`src/verilog/src_learn_storm_pkg.sv`:
```
// Constants, register map and frame carriers for the source learning
// and storm policing step. Assumes a 50 MHz core clock.
package src_learn_storm_pkg;
  // ----------------------------------------
  // Frame geometry
  // ----------------------------------------
  localparam int NPORT = 12;
  localparam int CPU_PORT = 11;
  localparam int NQ = 8;
  localparam int NSTORM = 4;
  // ----------------------------------------
  // Register offsets (byte addresses)
  // ----------------------------------------
  localparam logic [7:0] OFS_AGEN = 8'h00;
  localparam logic [7:0] OFS_CPU_QUEUE_SELECT_CONFIG = 8'h04;
  localparam logic [7:0] OFS_BURST = 8'h08;
  localparam logic [7:0] OFS_STATUS = 8'h0c;
  localparam logic [7:0] OFS_STORM0 = 8'h10;
  localparam logic [7:0] OFS_PORT0 = 8'h40;
  // ----------------------------------------
  // Field positions and reset values
  // ----------------------------------------
  localparam int PC_ENA = 0;
  localparam int PC_AUTO = 1;
  localparam int PC_CPU = 2;
  localparam int PC_DROP = 3;
  localparam int PC_LIM_CPU = 4;
  localparam int PC_LIM_DROP = 5;
  localparam int PC_LCK_CPU = 6;
  localparam int PC_LCK_DROP = 7;
  localparam logic [7:0] PORT_CFG_RST = 8'h03;
  localparam logic [10:0] BURST_RST = 11'h010;
  localparam int SC_UNIT = 0;
  localparam int SC_RATE_LSB = 4;
  localparam int SC_MODE_LSB = 8;
  localparam logic [3:0] RATE_MAX = 4'ha;
  localparam logic [1:0] RESP_OKAY = 2'h0;
  localparam logic [1:0] RESP_SLVERR = 2'h2;
  // ----------------------------------------
  // Timing
  // ----------------------------------------
  localparam int CLK_PERIOD_NS = 20;
  localparam int FAST_BASE_NS = 1000000;
  localparam int FAST_BASE_CYC = FAST_BASE_NS / CLK_PERIOD_NS;
  localparam logic [9:0] FAST_PER_SLOW = 10'h3e8;
  // ----------------------------------------
  // Carriers
  // ----------------------------------------
  typedef struct packed {
    logic [3:0] physical_ingress_port;
    logic [3:0] logical_ingress_port;
    logic [NPORT-1:0] destination_port_set;
    logic [NQ-1:0] cpu_queue_mask;
    logic learn_dis;
    logic pol_no_learn;
    logic hit;
    logic locked;
    logic [3:0] idx;
    logic src_discard;
    logic cpu_copy;
    logic limit_over;
    logic domain;
    logic flooded;
    logic bcast;
    logic bit40;
    logic port_group_entry_cpu;
  } frame_in_t;
  typedef struct packed {
    logic [NPORT-1:0] destination_port_set;
    logic [NQ-1:0] cpu_queue_mask;
    logic learn_req;
    logic learn_domain;
    logic policed;
  } frame_out_t;
endpackage : src_learn_storm_pkg

```
`src/verilog/src_learn_storm.sv`:
```
// Source address learning and storm policing analyzer step.
// Assumes frame info arrives one cycle per FRM_VALID with no stall;
// configuration comes over an AXI4-Lite slave.
`timescale 1ns/1ps
`default_nettype none
module src_learn_storm #(
  parameter int FAST_CYC = src_learn_storm_pkg::FAST_BASE_CYC
) (
  input wire logic CORE_CLK,
  input wire logic RST_N,
  input wire logic FRM_VALID,
  input wire src_learn_storm_pkg::frame_in_t FRM_IN,
  output logic RES_VALID,
  output src_learn_storm_pkg::frame_out_t RES_OUT,
  input wire logic [7:0] AWADDR,
  input wire logic AWVALID,
  output logic AWREADY,
  input wire logic [31:0] WDATA,
  input wire logic [3:0] WSTRB,
  input wire logic WVALID,
  output logic WREADY,
  output logic [1:0] BRESP,
  output logic BVALID,
  input wire logic BREADY,
  input wire logic [7:0] ARADDR,
  input wire logic ARVALID,
  output logic ARREADY,
  output logic [31:0] RDATA,
  output logic [1:0] RRESP,
  output logic RVALID,
  input wire logic RREADY
);
  localparam int NP = src_learn_storm_pkg::NPORT;
  localparam int CP = src_learn_storm_pkg::CPU_PORT;
  localparam int NS = src_learn_storm_pkg::NSTORM;

  // ----------------------------------------
  // Configuration registers
  // ----------------------------------------
  logic [7:0] port_cfg_r [NP];
  logic [10:0] storm_cfg_r [NS];
  logic ignore_flags_r;
  logic [10:0] cpu_queue_select_config_r;
  logic [10:0] burst_r;
  logic [10:0] tok_r [NS];
  logic [NS-1:0] empty;

  // ----------------------------------------
  // AXI4-Lite slave
  // ----------------------------------------
  logic aw_held_r;
  logic w_held_r;
  logic [7:0] awaddr_r;
  logic [31:0] wdata_r;
  logic [3:0] wstrb_r;
  logic do_wr;
  logic wr_hit;
  logic rd_hit;
  logic [31:0] rd_val;

  // Readies are flops: low from take until the response handshake
  assign do_wr = aw_held_r && w_held_r && !BVALID;

  // Byte lanes not strobed keep their old contents
  function automatic logic [31:0] merge(input logic [31:0] old,
                                       input logic [31:0] nw,
                                       input logic [3:0] be);
    logic [31:0] r;
    r = old;
    for (int b = 0; b < 4; b++) begin
      if (be[b]) begin
        r[8*b +: 8] = nw[8*b +: 8];
      end
    end
    return r;
  endfunction : merge

  always_ff @(posedge CORE_CLK or negedge RST_N) begin
    if (!RST_N) begin
      aw_held_r <= 1'b0;
      w_held_r <= 1'b0;
      awaddr_r <= 8'h00;
      wdata_r <= 32'h0;
      wstrb_r <= 4'h0;
      AWREADY <= 1'b1;
      WREADY <= 1'b1;
      BVALID <= 1'b0;
      BRESP <= src_learn_storm_pkg::RESP_OKAY;
    end else begin
      if (AWVALID && AWREADY) begin
        aw_held_r <= 1'b1;
        awaddr_r <= AWADDR;
        AWREADY <= 1'b0;
      end
      if (WVALID && WREADY) begin
        w_held_r <= 1'b1;
        WREADY <= 1'b0;
        wdata_r <= WDATA;
        wstrb_r <= WSTRB;
      end
      if (do_wr) begin
        aw_held_r <= 1'b0;
        w_held_r <= 1'b0;
        BVALID <= 1'b1;
        BRESP <= wr_hit ? src_learn_storm_pkg::RESP_OKAY
                        : src_learn_storm_pkg::RESP_SLVERR;
      end else if (BVALID && BREADY) begin
        BVALID <= 1'b0;
        AWREADY <= 1'b1;
        WREADY <= 1'b1;
      end
    end
  end

  always_comb begin
    wr_hit = 1'b0;
    if (awaddr_r == src_learn_storm_pkg::OFS_AGEN ||
        awaddr_r == src_learn_storm_pkg::OFS_CPU_QUEUE_SELECT_CONFIG ||
        awaddr_r == src_learn_storm_pkg::OFS_BURST) begin
      wr_hit = 1'b1;
    end
    for (int i = 0; i < NS; i++) begin
      if (awaddr_r == src_learn_storm_pkg::OFS_STORM0 + 8'(4*i)) begin
        wr_hit = 1'b1;
      end
    end
    for (int p = 0; p < NP; p++) begin
      if (awaddr_r == src_learn_storm_pkg::OFS_PORT0 + 8'(4*p)) begin
        wr_hit = 1'b1;
      end
    end
  end

  always_ff @(posedge CORE_CLK or negedge RST_N) begin
    if (!RST_N) begin
      ignore_flags_r <= 1'b0;
      cpu_queue_select_config_r <= 11'h0;
      burst_r <= src_learn_storm_pkg::BURST_RST;
    end else if (do_wr) begin
      if (awaddr_r == src_learn_storm_pkg::OFS_AGEN) begin
        ignore_flags_r <= 1'(merge({31'h0, ignore_flags_r}, wdata_r, wstrb_r));
      end
      if (awaddr_r == src_learn_storm_pkg::OFS_CPU_QUEUE_SELECT_CONFIG) begin
        cpu_queue_select_config_r <= 11'(merge({21'h0, cpu_queue_select_config_r}, wdata_r, wstrb_r));
      end
      if (awaddr_r == src_learn_storm_pkg::OFS_BURST) begin
        burst_r <= 11'(merge({21'h0, burst_r}, wdata_r, wstrb_r));
      end
    end
  end

  // Storm config and per-port learn config, one register each
  for (genvar i = 0; i < NS; i++) begin : g_storm_cfg
    always_ff @(posedge CORE_CLK or negedge RST_N) begin
      if (!RST_N) begin
        storm_cfg_r[i] <= 11'h0;
      end else if (do_wr &&
                   awaddr_r == src_learn_storm_pkg::OFS_STORM0 + 8'(4*i)) begin
        storm_cfg_r[i] <= 11'(merge({21'h0, storm_cfg_r[i]}, wdata_r, wstrb_r));
      end
    end
  end
  for (genvar p = 0; p < NP; p++) begin : g_port_cfg
    always_ff @(posedge CORE_CLK or negedge RST_N) begin
      if (!RST_N) begin
        port_cfg_r[p] <= src_learn_storm_pkg::PORT_CFG_RST;
      end else if (do_wr &&
                   awaddr_r == src_learn_storm_pkg::OFS_PORT0 + 8'(4*p)) begin
        port_cfg_r[p] <= 8'(merge({24'h0, port_cfg_r[p]}, wdata_r, wstrb_r));
      end
    end
  end

  always_comb begin
    rd_hit = 1'b1;
    rd_val = 32'h0;
    case (ARADDR)
      src_learn_storm_pkg::OFS_AGEN: rd_val = {31'h0, ignore_flags_r};
      src_learn_storm_pkg::OFS_CPU_QUEUE_SELECT_CONFIG: rd_val = {21'h0, cpu_queue_select_config_r};
      src_learn_storm_pkg::OFS_BURST: rd_val = {21'h0, burst_r};
      src_learn_storm_pkg::OFS_STATUS: rd_val = {28'h0, empty};
      default: begin
        rd_hit = 1'b0;
        for (int i = 0; i < NS; i++) begin
          if (ARADDR == src_learn_storm_pkg::OFS_STORM0 + 8'(4*i)) begin
            rd_hit = 1'b1;
            rd_val = {21'h0, storm_cfg_r[i]};
          end
        end
        for (int p = 0; p < NP; p++) begin
          if (ARADDR == src_learn_storm_pkg::OFS_PORT0 + 8'(4*p)) begin
            rd_hit = 1'b1;
            rd_val = {24'h0, port_cfg_r[p]};
          end
        end
      end
    endcase
  end

  always_ff @(posedge CORE_CLK or negedge RST_N) begin
    if (!RST_N) begin
      RVALID <= 1'b0;
      RDATA <= 32'h0;
      RRESP <= src_learn_storm_pkg::RESP_OKAY;
      ARREADY <= 1'b1;
    end else if (ARVALID && ARREADY) begin
      ARREADY <= 1'b0;
      RVALID <= 1'b1;
      RDATA <= rd_val;
      RRESP <= rd_hit ? src_learn_storm_pkg::RESP_OKAY
                      : src_learn_storm_pkg::RESP_SLVERR;
    end else if (RVALID && RREADY) begin
      RVALID <= 1'b0;
      ARREADY <= 1'b1;
    end
  end

  // ----------------------------------------
  // Source learning
  // ----------------------------------------
  logic [7:0] pc;
  logic learn_ok;
  logic moved;
  logic norm;
  logic over;
  logic lmove;
  logic cpu_lrn;
  logic [NP-1:0] destination_port_set_lrn;
  logic [7:0] learn_cpu_queue;

  // Port numbers past the last port read as learning off
  assign pc = FRM_IN.physical_ingress_port < 4'(NP) ? port_cfg_r[FRM_IN.physical_ingress_port] : 8'h00;
  assign learn_ok = !FRM_IN.learn_dis && !FRM_IN.pol_no_learn &&
                    pc[src_learn_storm_pkg::PC_ENA];
  assign moved = FRM_IN.idx != FRM_IN.logical_ingress_port;
  assign norm = (!FRM_IN.hit || (!FRM_IN.locked && moved)) &&
                !FRM_IN.limit_over;
  assign over = (!FRM_IN.hit || (!FRM_IN.locked && moved)) &&
                FRM_IN.limit_over;
  assign lmove = FRM_IN.hit && FRM_IN.locked && moved;

  // Discards act first so a CPU copy on the same frame survives
  always_comb begin
    destination_port_set_lrn = FRM_IN.destination_port_set;
    learn_cpu_queue = FRM_IN.cpu_queue_mask;
    cpu_lrn = 1'b0;
    if (learn_ok) begin
      if ((norm && pc[src_learn_storm_pkg::PC_DROP]) ||
          (over && pc[src_learn_storm_pkg::PC_LIM_DROP]) ||
          (lmove && pc[src_learn_storm_pkg::PC_LCK_DROP])) begin
        destination_port_set_lrn = '0;
      end
      if ((norm && pc[src_learn_storm_pkg::PC_CPU]) ||
          (over && pc[src_learn_storm_pkg::PC_LIM_CPU])) begin
        destination_port_set_lrn[CP] = 1'b1;
        learn_cpu_queue[cpu_queue_select_config_r[2:0]] = 1'b1;
        cpu_lrn = 1'b1;
      end
      if (lmove && pc[src_learn_storm_pkg::PC_LCK_CPU]) begin
        destination_port_set_lrn[CP] = 1'b1;
        learn_cpu_queue[cpu_queue_select_config_r[6:4]] = 1'b1;
        cpu_lrn = 1'b1;
      end
    end
  end

  logic [NP-1:0] destination_port_set_smac;
  logic [7:0] cpu_queue_mask_smac;

  always_comb begin
    destination_port_set_smac = destination_port_set_lrn;
    cpu_queue_mask_smac = learn_cpu_queue;
    if (FRM_IN.hit && !ignore_flags_r) begin
      if (FRM_IN.src_discard) begin
        destination_port_set_smac = '0;
      end
      if (FRM_IN.cpu_copy) begin
        cpu_queue_mask_smac[cpu_queue_select_config_r[10:8]] = 1'b1;
      end
    end
  end

  // ----------------------------------------
  // Storm policers
  // ----------------------------------------
  logic [$clog2(FAST_CYC)-1:0] fast_cnt_r;
  logic [9:0] slow_cnt_r;
  logic fast_tick;
  logic slow_tick;
  logic [NS-1:0] cls;
  logic [NS-1:0] act;
  logic [NS-1:0] hit_lim;
  logic [1:0] mode_or;

  assign fast_tick = fast_cnt_r == ($clog2(FAST_CYC))'(FAST_CYC - 1);
  assign slow_tick = fast_tick && slow_cnt_r == src_learn_storm_pkg::FAST_PER_SLOW - 10'h1;

  always_ff @(posedge CORE_CLK or negedge RST_N) begin
    if (!RST_N) begin
      fast_cnt_r <= '0;
      slow_cnt_r <= 10'h0;
    end else begin
      fast_cnt_r <= fast_tick ? '0 : fast_cnt_r + 1'b1;
      if (slow_tick) begin
        slow_cnt_r <= 10'h0;
      end else if (fast_tick) begin
        slow_cnt_r <= slow_cnt_r + 10'h1;
      end
    end
  end

  // Classes follow the destination address and learn-CPU outcome
  assign cls[0] = FRM_IN.flooded && FRM_IN.bcast;
  assign cls[1] = FRM_IN.flooded && FRM_IN.bit40 && !FRM_IN.bcast;
  assign cls[2] = FRM_IN.flooded && !FRM_IN.bit40;
  assign cls[3] = cpu_lrn;

  for (genvar i = 0; i < NS; i++) begin : g_storm
    logic [3:0] rate;
    logic [11:0] fill;
    logic [10:0] lvl;
    logic tick;
    assign rate = storm_cfg_r[i][7:4] > src_learn_storm_pkg::RATE_MAX
                  ? src_learn_storm_pkg::RATE_MAX : storm_cfg_r[i][7:4];
    assign tick = storm_cfg_r[i][src_learn_storm_pkg::SC_UNIT]
                  ? fast_tick : slow_tick;
    assign fill = {1'b0, tok_r[i]} + (12'h1 << rate);
    assign lvl = !tick ? tok_r[i] :
                 fill > {1'b0, burst_r} ? burst_r : fill[10:0];
    assign empty[i] = lvl == 11'h0;
    assign act[i] = FRM_VALID && cls[i] && storm_cfg_r[i][9:8] != 2'h0;
    assign hit_lim[i] = act[i] && empty[i];
    // Shared by all ports: one bucket counts whole-switch traffic
    always_ff @(posedge CORE_CLK or negedge RST_N) begin
      if (!RST_N) begin
        tok_r[i] <= 11'h0;
      end else if (act[i] && !empty[i]) begin
        tok_r[i] <= lvl - 11'h1;
      end else begin
        tok_r[i] <= lvl;
      end
    end
  end

  always_comb begin
    mode_or = 2'h0;
    for (int i = 0; i < NS; i++) begin
      if (hit_lim[i]) begin
        mode_or = mode_or | storm_cfg_r[i][9:8];
      end
    end
  end

  // ----------------------------------------
  // Result stage
  // ----------------------------------------
  src_learn_storm_pkg::frame_out_t res_nxt;

  always_comb begin
    res_nxt.destination_port_set = destination_port_set_smac;
    res_nxt.cpu_queue_mask = cpu_queue_mask_smac;
    res_nxt.learn_req = learn_ok && norm && pc[src_learn_storm_pkg::PC_AUTO];
    res_nxt.learn_domain = FRM_IN.domain;
    res_nxt.policed = |hit_lim;
    if (mode_or[0] && !FRM_IN.port_group_entry_cpu) begin
      res_nxt.cpu_queue_mask = '0;
    end
    if (mode_or[1]) begin
      res_nxt.destination_port_set = '0;
      res_nxt.destination_port_set[CP] = FRM_IN.port_group_entry_cpu && destination_port_set_smac[CP];
    end
  end

  always_ff @(posedge CORE_CLK or negedge RST_N) begin
    if (!RST_N) begin
      RES_VALID <= 1'b0;
      RES_OUT <= '0;
    end else begin
      RES_VALID <= FRM_VALID;
      RES_OUT <= FRM_VALID ? res_nxt : '0;
    end
  end
endmodule : src_learn_storm
`default_nettype wire

```
`config.mk`:
```
export PLATFORM = sky130hd
export DESIGN_NAME = src_learn_storm
export DESIGN_NICKNAME = d
export VERILOG_FILES = /design/src/verilog/src_learn_storm_pkg.sv /design/src/verilog/src_learn_storm.sv
export SDC_FILE = /design/constraint.sdc
export NUM_CORES = 1
export LEC_CHECK = 0
export ABC_AREA = 0
export CAP_MARGIN = 15
export CORE_AREA = 5 5 171 189
export DETAILED_ROUTE_END_ITERATION = 7
export DIE_AREA = 0 0 176 194
export DONT_BUFFER_PORTS = 1
export PLACE_DENSITY_LB_ADDON = 0.3
export SLEW_MARGIN = 20
export SYNTH_ARGS = -nofsm -noshare
export SYNTH_HDL_FRONTEND = slang
export SYNTH_SLANG_ARGS = --single-unit
```
`constraint.sdc`:
```
create_clock -name CORE_CLK -period 7.3 [get_ports CORE_CLK]
set_input_delay 0.365 -clock CORE_CLK [delete_from_list [all_inputs] [get_ports CORE_CLK]]
set_output_delay 0.365 -clock CORE_CLK [all_outputs]
set_load 0.1 [all_outputs]
```
# Word-level counts from Yosys, hierarchy flattened

Index checks and enable logic that the tools add are counted.
W data, S select, Z words.

Register bits after elaboration: 321
Input port bits: 104
Logic and storage cells: 378

Add/subtract/negate cells: 10
Magnitude comparators: 16
Eq/ne operators: 40
Shift-type cells: 4
Mux-type cells: 124
Bitwise operators: 7
Reduce and logical (&&, ||, !) cells: 127

Operators with widths:

| operator                | count |
|---|---|
| $mux W32                | 15 |
| $eq A8 B7 Y1 const B    | 24 |
| $mux W11                | 13 |
| $pmux W32 S4            | 1 |
| $mux W8                 | 10 |
| $logic_and A1 B1 Y1     | 65 |
| $eq A8 B5 Y1 const B    | 8 |
| $mux W1                 | 62 |
| $mux W12                | 5 |
| $add A11 B12 Y12        | 4 |
| $gt A12 B11 Y1          | 4 |
| $shl A1 B4 Y12 const A  | 4 |
| $logic_not A11 Y1       | 4 |
| $sub A11 B1 Y11 const B | 4 |
| $reduce_and A2 Y1       | 20 |
| $bmux W8 S4             | 1 |
| $eq A8 B4 Y1 const B    | 3 |
| $or A8 B8 Y8            | 3 |
| $mux W23                | 1 |
| $mux W10                | 2 |
| $reduce_bool A2 Y1      | 9 |
| $add A16 B1 Y16 const B | 1 |
| $eq A16 B16 Y1 const B  | 1 |
| $eq A8 B3 Y1 const B    | 2 |
| other kinds (19)        | 62 |

# Logic depth before layout (Yosys ltp)

Depth in word-level cells: 21
Depth in mapped cells: 27

# Least setup slack after synthesis

OpenSTA, ideal clock, no wires.

Path kind: reg2reg
From: register storm_cfg_r[17] in the netlist's numbering
To: register tok_r[17] in the netlist's numbering
Library setup time: 0.147 ns
Arrival time: 5.263 ns
Setup slack: 1.891 ns
Cell stages (with the launch flop): 24
Clock period less this slack: 5.409 ns
Cell sequence: dfrtp_1 > clkbuf_1 > nor4_1 > ha_1 > fa_1 > a21o_1 > a22o_1 > or3_1 > a21oi_1 > xnor2_1 > ha_1 > nand4_1 > or3_1 > a221oi_1 > o21ai_1 > nor2_2 > nand2_1 > a31oi_1 > inv_1 > ha_1 > and4_1 > a311oi_2 > nand4b_1 > xnor2_1

Cells in the longest elaborated chain, start to end: 11
Elaborated cells on any way between the ends: 12
Those cells by class: add/sub (2); order compare (2); shift (1); mux (4); reduce/logical (3)

RTL lines:

| item                                                    | line                   | source |
|---|---|---|
| start: declaration                                      | src_learn_storm.sv:41  | `logic [10:0] storm_cfg_r [NS];` |
| start signal: indexed assignment                        | src_learn_storm.sv:159 | `storm_cfg_r[i] <= 11'(merge({21'h0, storm_cfg_r[i]}, wdata_r, wstrb_r));` |
| $gt A4 B4 Y1                                            | src_learn_storm.sv:323 | `assign rate = storm_cfg_r[i][7:4] > src_learn_storm_pkg::RATE_MAX` |
| $mux W4 (*)                                             | src_learn_storm.sv:324 | `? src_learn_storm_pkg::RATE_MAX : storm_cfg_r[i][7:4];` |
| $shl A1 B4 Y12 (*)                                      | src_learn_storm.sv:327 | `assign fill = {1'b0, tok_r[i]} + (12'h1 << rate);` |
| $add A11 B12 Y12 (*)                                    | src_learn_storm.sv:327 |  |
| $gt A12 B11 Y1                                          | src_learn_storm.sv:329 | `fill > {1'b0, burst_r} ? burst_r : fill[10:0];` |
| $mux W11 (*)                                            | src_learn_storm.sv:329 |  |
| $mux W11 (*)                                            | src_learn_storm.sv:328 | `assign lvl = !tick ? tok_r[i] :` |
| branches (longest 3 deep; another with $sub A11 B1 Y11) | n/a                    |  |
| $mux W11 (*)                                            | src_learn_storm.sv:337 | `end else if (act[i] && !empty[i]) begin` |
| end signal: indexed assignment                          | src_learn_storm.sv:338 | `tok_r[i] <= lvl - 11'h1;` |
| end signal: indexed assignment                          | src_learn_storm.sv:340 | `tok_r[i] <= lvl;` |
| end: declaration                                        | src_learn_storm.sv:45  | `logic [10:0] tok_r [NS];` |

Every way passes the cells marked *.
A chain may end at the register's enable or synchronous reset.

# Worst setup path in the final report

From: register storm_cfg_r[16] in the netlist's numbering
To: register tok_r[16] in the netlist's numbering

The elaborated chain is that of the path after synthesis.

==> impl_metrics.yaml <==
placed_design:
  post_dp_cell_area_mm2: 0.0195
  dp_cells: 2242
  io_buffers: 0
  hpwl_mm: 41.9
  place.gp.congestion: 0.972
  dp_slack_ns: 1.02
timing:
  rsz0062_at_grt: "false"
  setup_viol: 0
  fmax_mhz: 156
  fin_crit_ns: 6.42
  finalMaxSlewViolations: 0
  hold_viol: 0
  skew_ns: 0.0228
  finalSetupTns_ns: 0
  slew_headroom_pct: 24.2
  setup_ws_ns: 0.882
  worst_slew_pin_slew_ns: 1.13
  fin_crit_sh_pct: 87.9
pwr:
  p_leak_nw: 9.25
  max-vdd-ir-drop_mv: 0.335
  power.total_w: 0.00508
  powerDensity_mw_per_mm2: 242
critical_path:
  required_ns: 7.71
  startpoint_type: "register"
  crit_arrival_ns: 6.83
  cp_max_fo: 10
  cpPeakStageDelay_ns: 0.67
  critPathSlowestCell: "o311ai_0"
  critPathCaptureType: "register"
  cpMostUsedCell: "ha_1"
  r2r_start: "storm_cfg_r[16]"
  critPathKind: "reg2reg"
  critPathLaunch: "storm_cfg_r[16]"
  worstPathCellList: "nand2b_1, nor3_1, ha_1, a21o_1, a211o_1, o311ai_0, ha_1, nand2_1, o2111ai_1, a2111oi_0, o21ai_1, nor2_2, nand2_1, a31oi_1, inv_1, ha_1, and4_1, a311oi_2, nand3_1, xnor2_1"
synthesis:
  synth_area_mm2: 0.0193
  synthArstFlopShare_pct: 100
  yosys_warnings: 0
  ys_types: 99
  synth-seq-cells: 298
  synth_edf_count: 0
  postSynthCellCount: 1923
  avgSynthCellArea_um2: 10.1
  yosysSeqAreaShare_pct: 38.8
  synthFlopType: "dfrtp_1"
cts:
  cts_tree: "done"
  clk_pin_slew_ns: 0.06
  htree_num_levels: 1
  cts-root-buf: "clkbuf_16"
  numCtsBuffers: 28
  insertion_delay_ns: 0.56
  clock_sinks: 298
  clockBufferDepth: 3
  postCtsSetupBuffers: 0
grt:
  grt_pass1_wl_mm: 91.8
  overflow: 0
  antenna_found_initial: 0
  grt_util_all_layers_pct: 33.5
  grt_pass1_vias: 16300
  grt_max_degree: 299
route:
  vias: 16500
  viasPerCell: 7.03
  drtIter0Drc: 1711
  drtPass1Iterations: 7
  ant_nets: 0
  wl_mm: 58.9
  routedWlPerCell_um: 25.1
  drc: 0
finish:
  final-instance-count-excl-fill: 2347
  drive_gt1_share_pct: 17.1
  nNetsFinal: 2153
  final_common_cell: "dfrtp_1"
  final_area_mm2: 0.0210
  final_cell_mix: "270 x dfrtp_1, 190 x mux2_2, 159 x nand2_1"
  fill_cells: 2157
  diodes: 0
  area_delta_synth_final_pct: 8.64
status:
  status: "completed"
min_path:
  min_path_type: "in2reg"
  hp-start: "FRM_IN[16]"
floorplan:
  rows: 67
  coreArea_mm2: 0.0302
  io_pins: 169
  die_h_um: 194
  die_w_um: 176
  initial_utilization_pct: 64.0
  die_area_mm2: 0.0341
job:
  cap_violations: 0
==> registers in the layout, indices dropped and copies added (netlist names), 8 cells and up <==
signal / count
tok_r: 44
slow_cnt_r: 10
awaddr_r: 8
burst_r: 11
RDATA: 11
storm_cfg_r: 44
cpu_queue_select_config_r: 11
port_cfg_r: 96
RES_OUT: 23
wdata_r: 11
fast_cnt_r: 16
==> layer usage <==
metal | global-route usage [%] | routed length [um] | up-vias
met3 | 5.83 | 5240 | 227
met2 | 56.0 | 28300 | 1025
met4 | 15.6 | 3080 | 0
li1 | - | - | 7233
met1 | 42.5 | 22400 | 8021
met5 | 0 | 0 | -
==> metrics by stage <==
step	util, %	hold slack (ns)
final	69.6	0.0216
after global routing	69.6	0.0298
after CTS	69.4	0.0234
after detailed placement	64.7	0.0787
after global placement	64.7	0.0802
after floorplan	-	0.0694
==> critical path: cells and delay by family (launching register included) <==
family | cells | cell delay [ns]
AO/OA/AOI/OAI | 8 | 3.06
AND/OR/NAND/NOR | 7 | 1.53
adder cells (fa/ha/maj) | 3 | 0.90
flip-flops | 1 | 0.51
XOR/XNOR | 1 | 0.17
buffers and inverters | 1 | 0.12
==> power breakdown <==
part           switching [W]  leakage, nW  internal, W
logic               0.000615         4.97     0.000470
clock network       0.000638        0.425     0.000769
registers           0.000743         3.86      0.00185
total                0.00200         9.25      0.00308
==> final timing paths <==
path                             endpoint  slack [ns]  cells after the start
min in group asynchronous  port_cfg_r[63]        0.38                      2
max in group asynchronous      RES_OUT[7]        5.49                      4
min reg2reg                 fast_cnt_r[0]        0.48                      1
max reg2reg                     tok_r[16]        0.88                     20
max                             tok_r[16]        0.88                     20
min                            RES_OUT[3]        0.02                      2
==> cell type report <==
cell class	instances	area (um^2)	share of cell area, %
clock buffer	43	817	3.89
clock inverter	7	48.8	0.232
inverter	61	229	1.09
multi-input combinational	1489	11200	53.4
sequential	298	7490	35.7
tap	379	474	2.26
timing repair buffer	70	716	3.41
==> logic make-up (layout without fill, tap and decap cells) <==
family,after synthesis,after routing,share of synthesized area [%]
mux,243,243,15.3
xor+xnor,83,83,3.76
fa+ha+maj,101,101,6.69
buf+inv,158,181,3.65
other cells,1,23,0.0194
simple gates,618,618,16.2
compound gates,421,421,15.6
flops,298,298,38.8
==> synth_stat cells (7+ instances only) <==
library cell    n  area share, %
a211oi_1       13           0.50
a21o_1         17           0.66
a21oi_1        80            2.1
a221oi_1       22            1.0
a222oi_1       12           0.62
a22o_1          9           0.41
a22oi_1        21           0.82
a31oi_1        20           0.65
a41oi_1         7           0.32
and2_1         11           0.36
and3_1         24           0.78
buf_1           9           0.17
buf_2          12           0.31
buf_4          26            1.0
clkbuf_1       50           0.97
dfrtp_1       270             35
dfstp_2        28            3.8
ha_1           97            6.3
inv_1          61            1.2
mux2_2        190             11
mux2i_1        30            1.6
mux4_2         23            2.7
nand2_1       159            3.1
nand2b_1       36            1.2
nand3_1        53            1.4
nand4_1        38            1.2
nor2_1        142            2.8
nor2b_1        12           0.39
nor3_1         62            1.6
nor3b_1         7           0.27
nor4_1         15           0.49
o2111ai_1      11           0.50
o211ai_1       14           0.54
o21a_1         26            1.0
o21ai_0        62            1.6
o21ai_1        10           0.26
o22ai_1        17           0.55
or3_1           9           0.29
xnor2_1        57            2.6
xor2_1         26            1.2
==> timing repair <==
action                                 in CTS  in global routing
resized for setup                           0                  0
endpoints found under the hold margin     348                 52
hold buffers                               52                  1
Power figures use the tool's default switching activity.
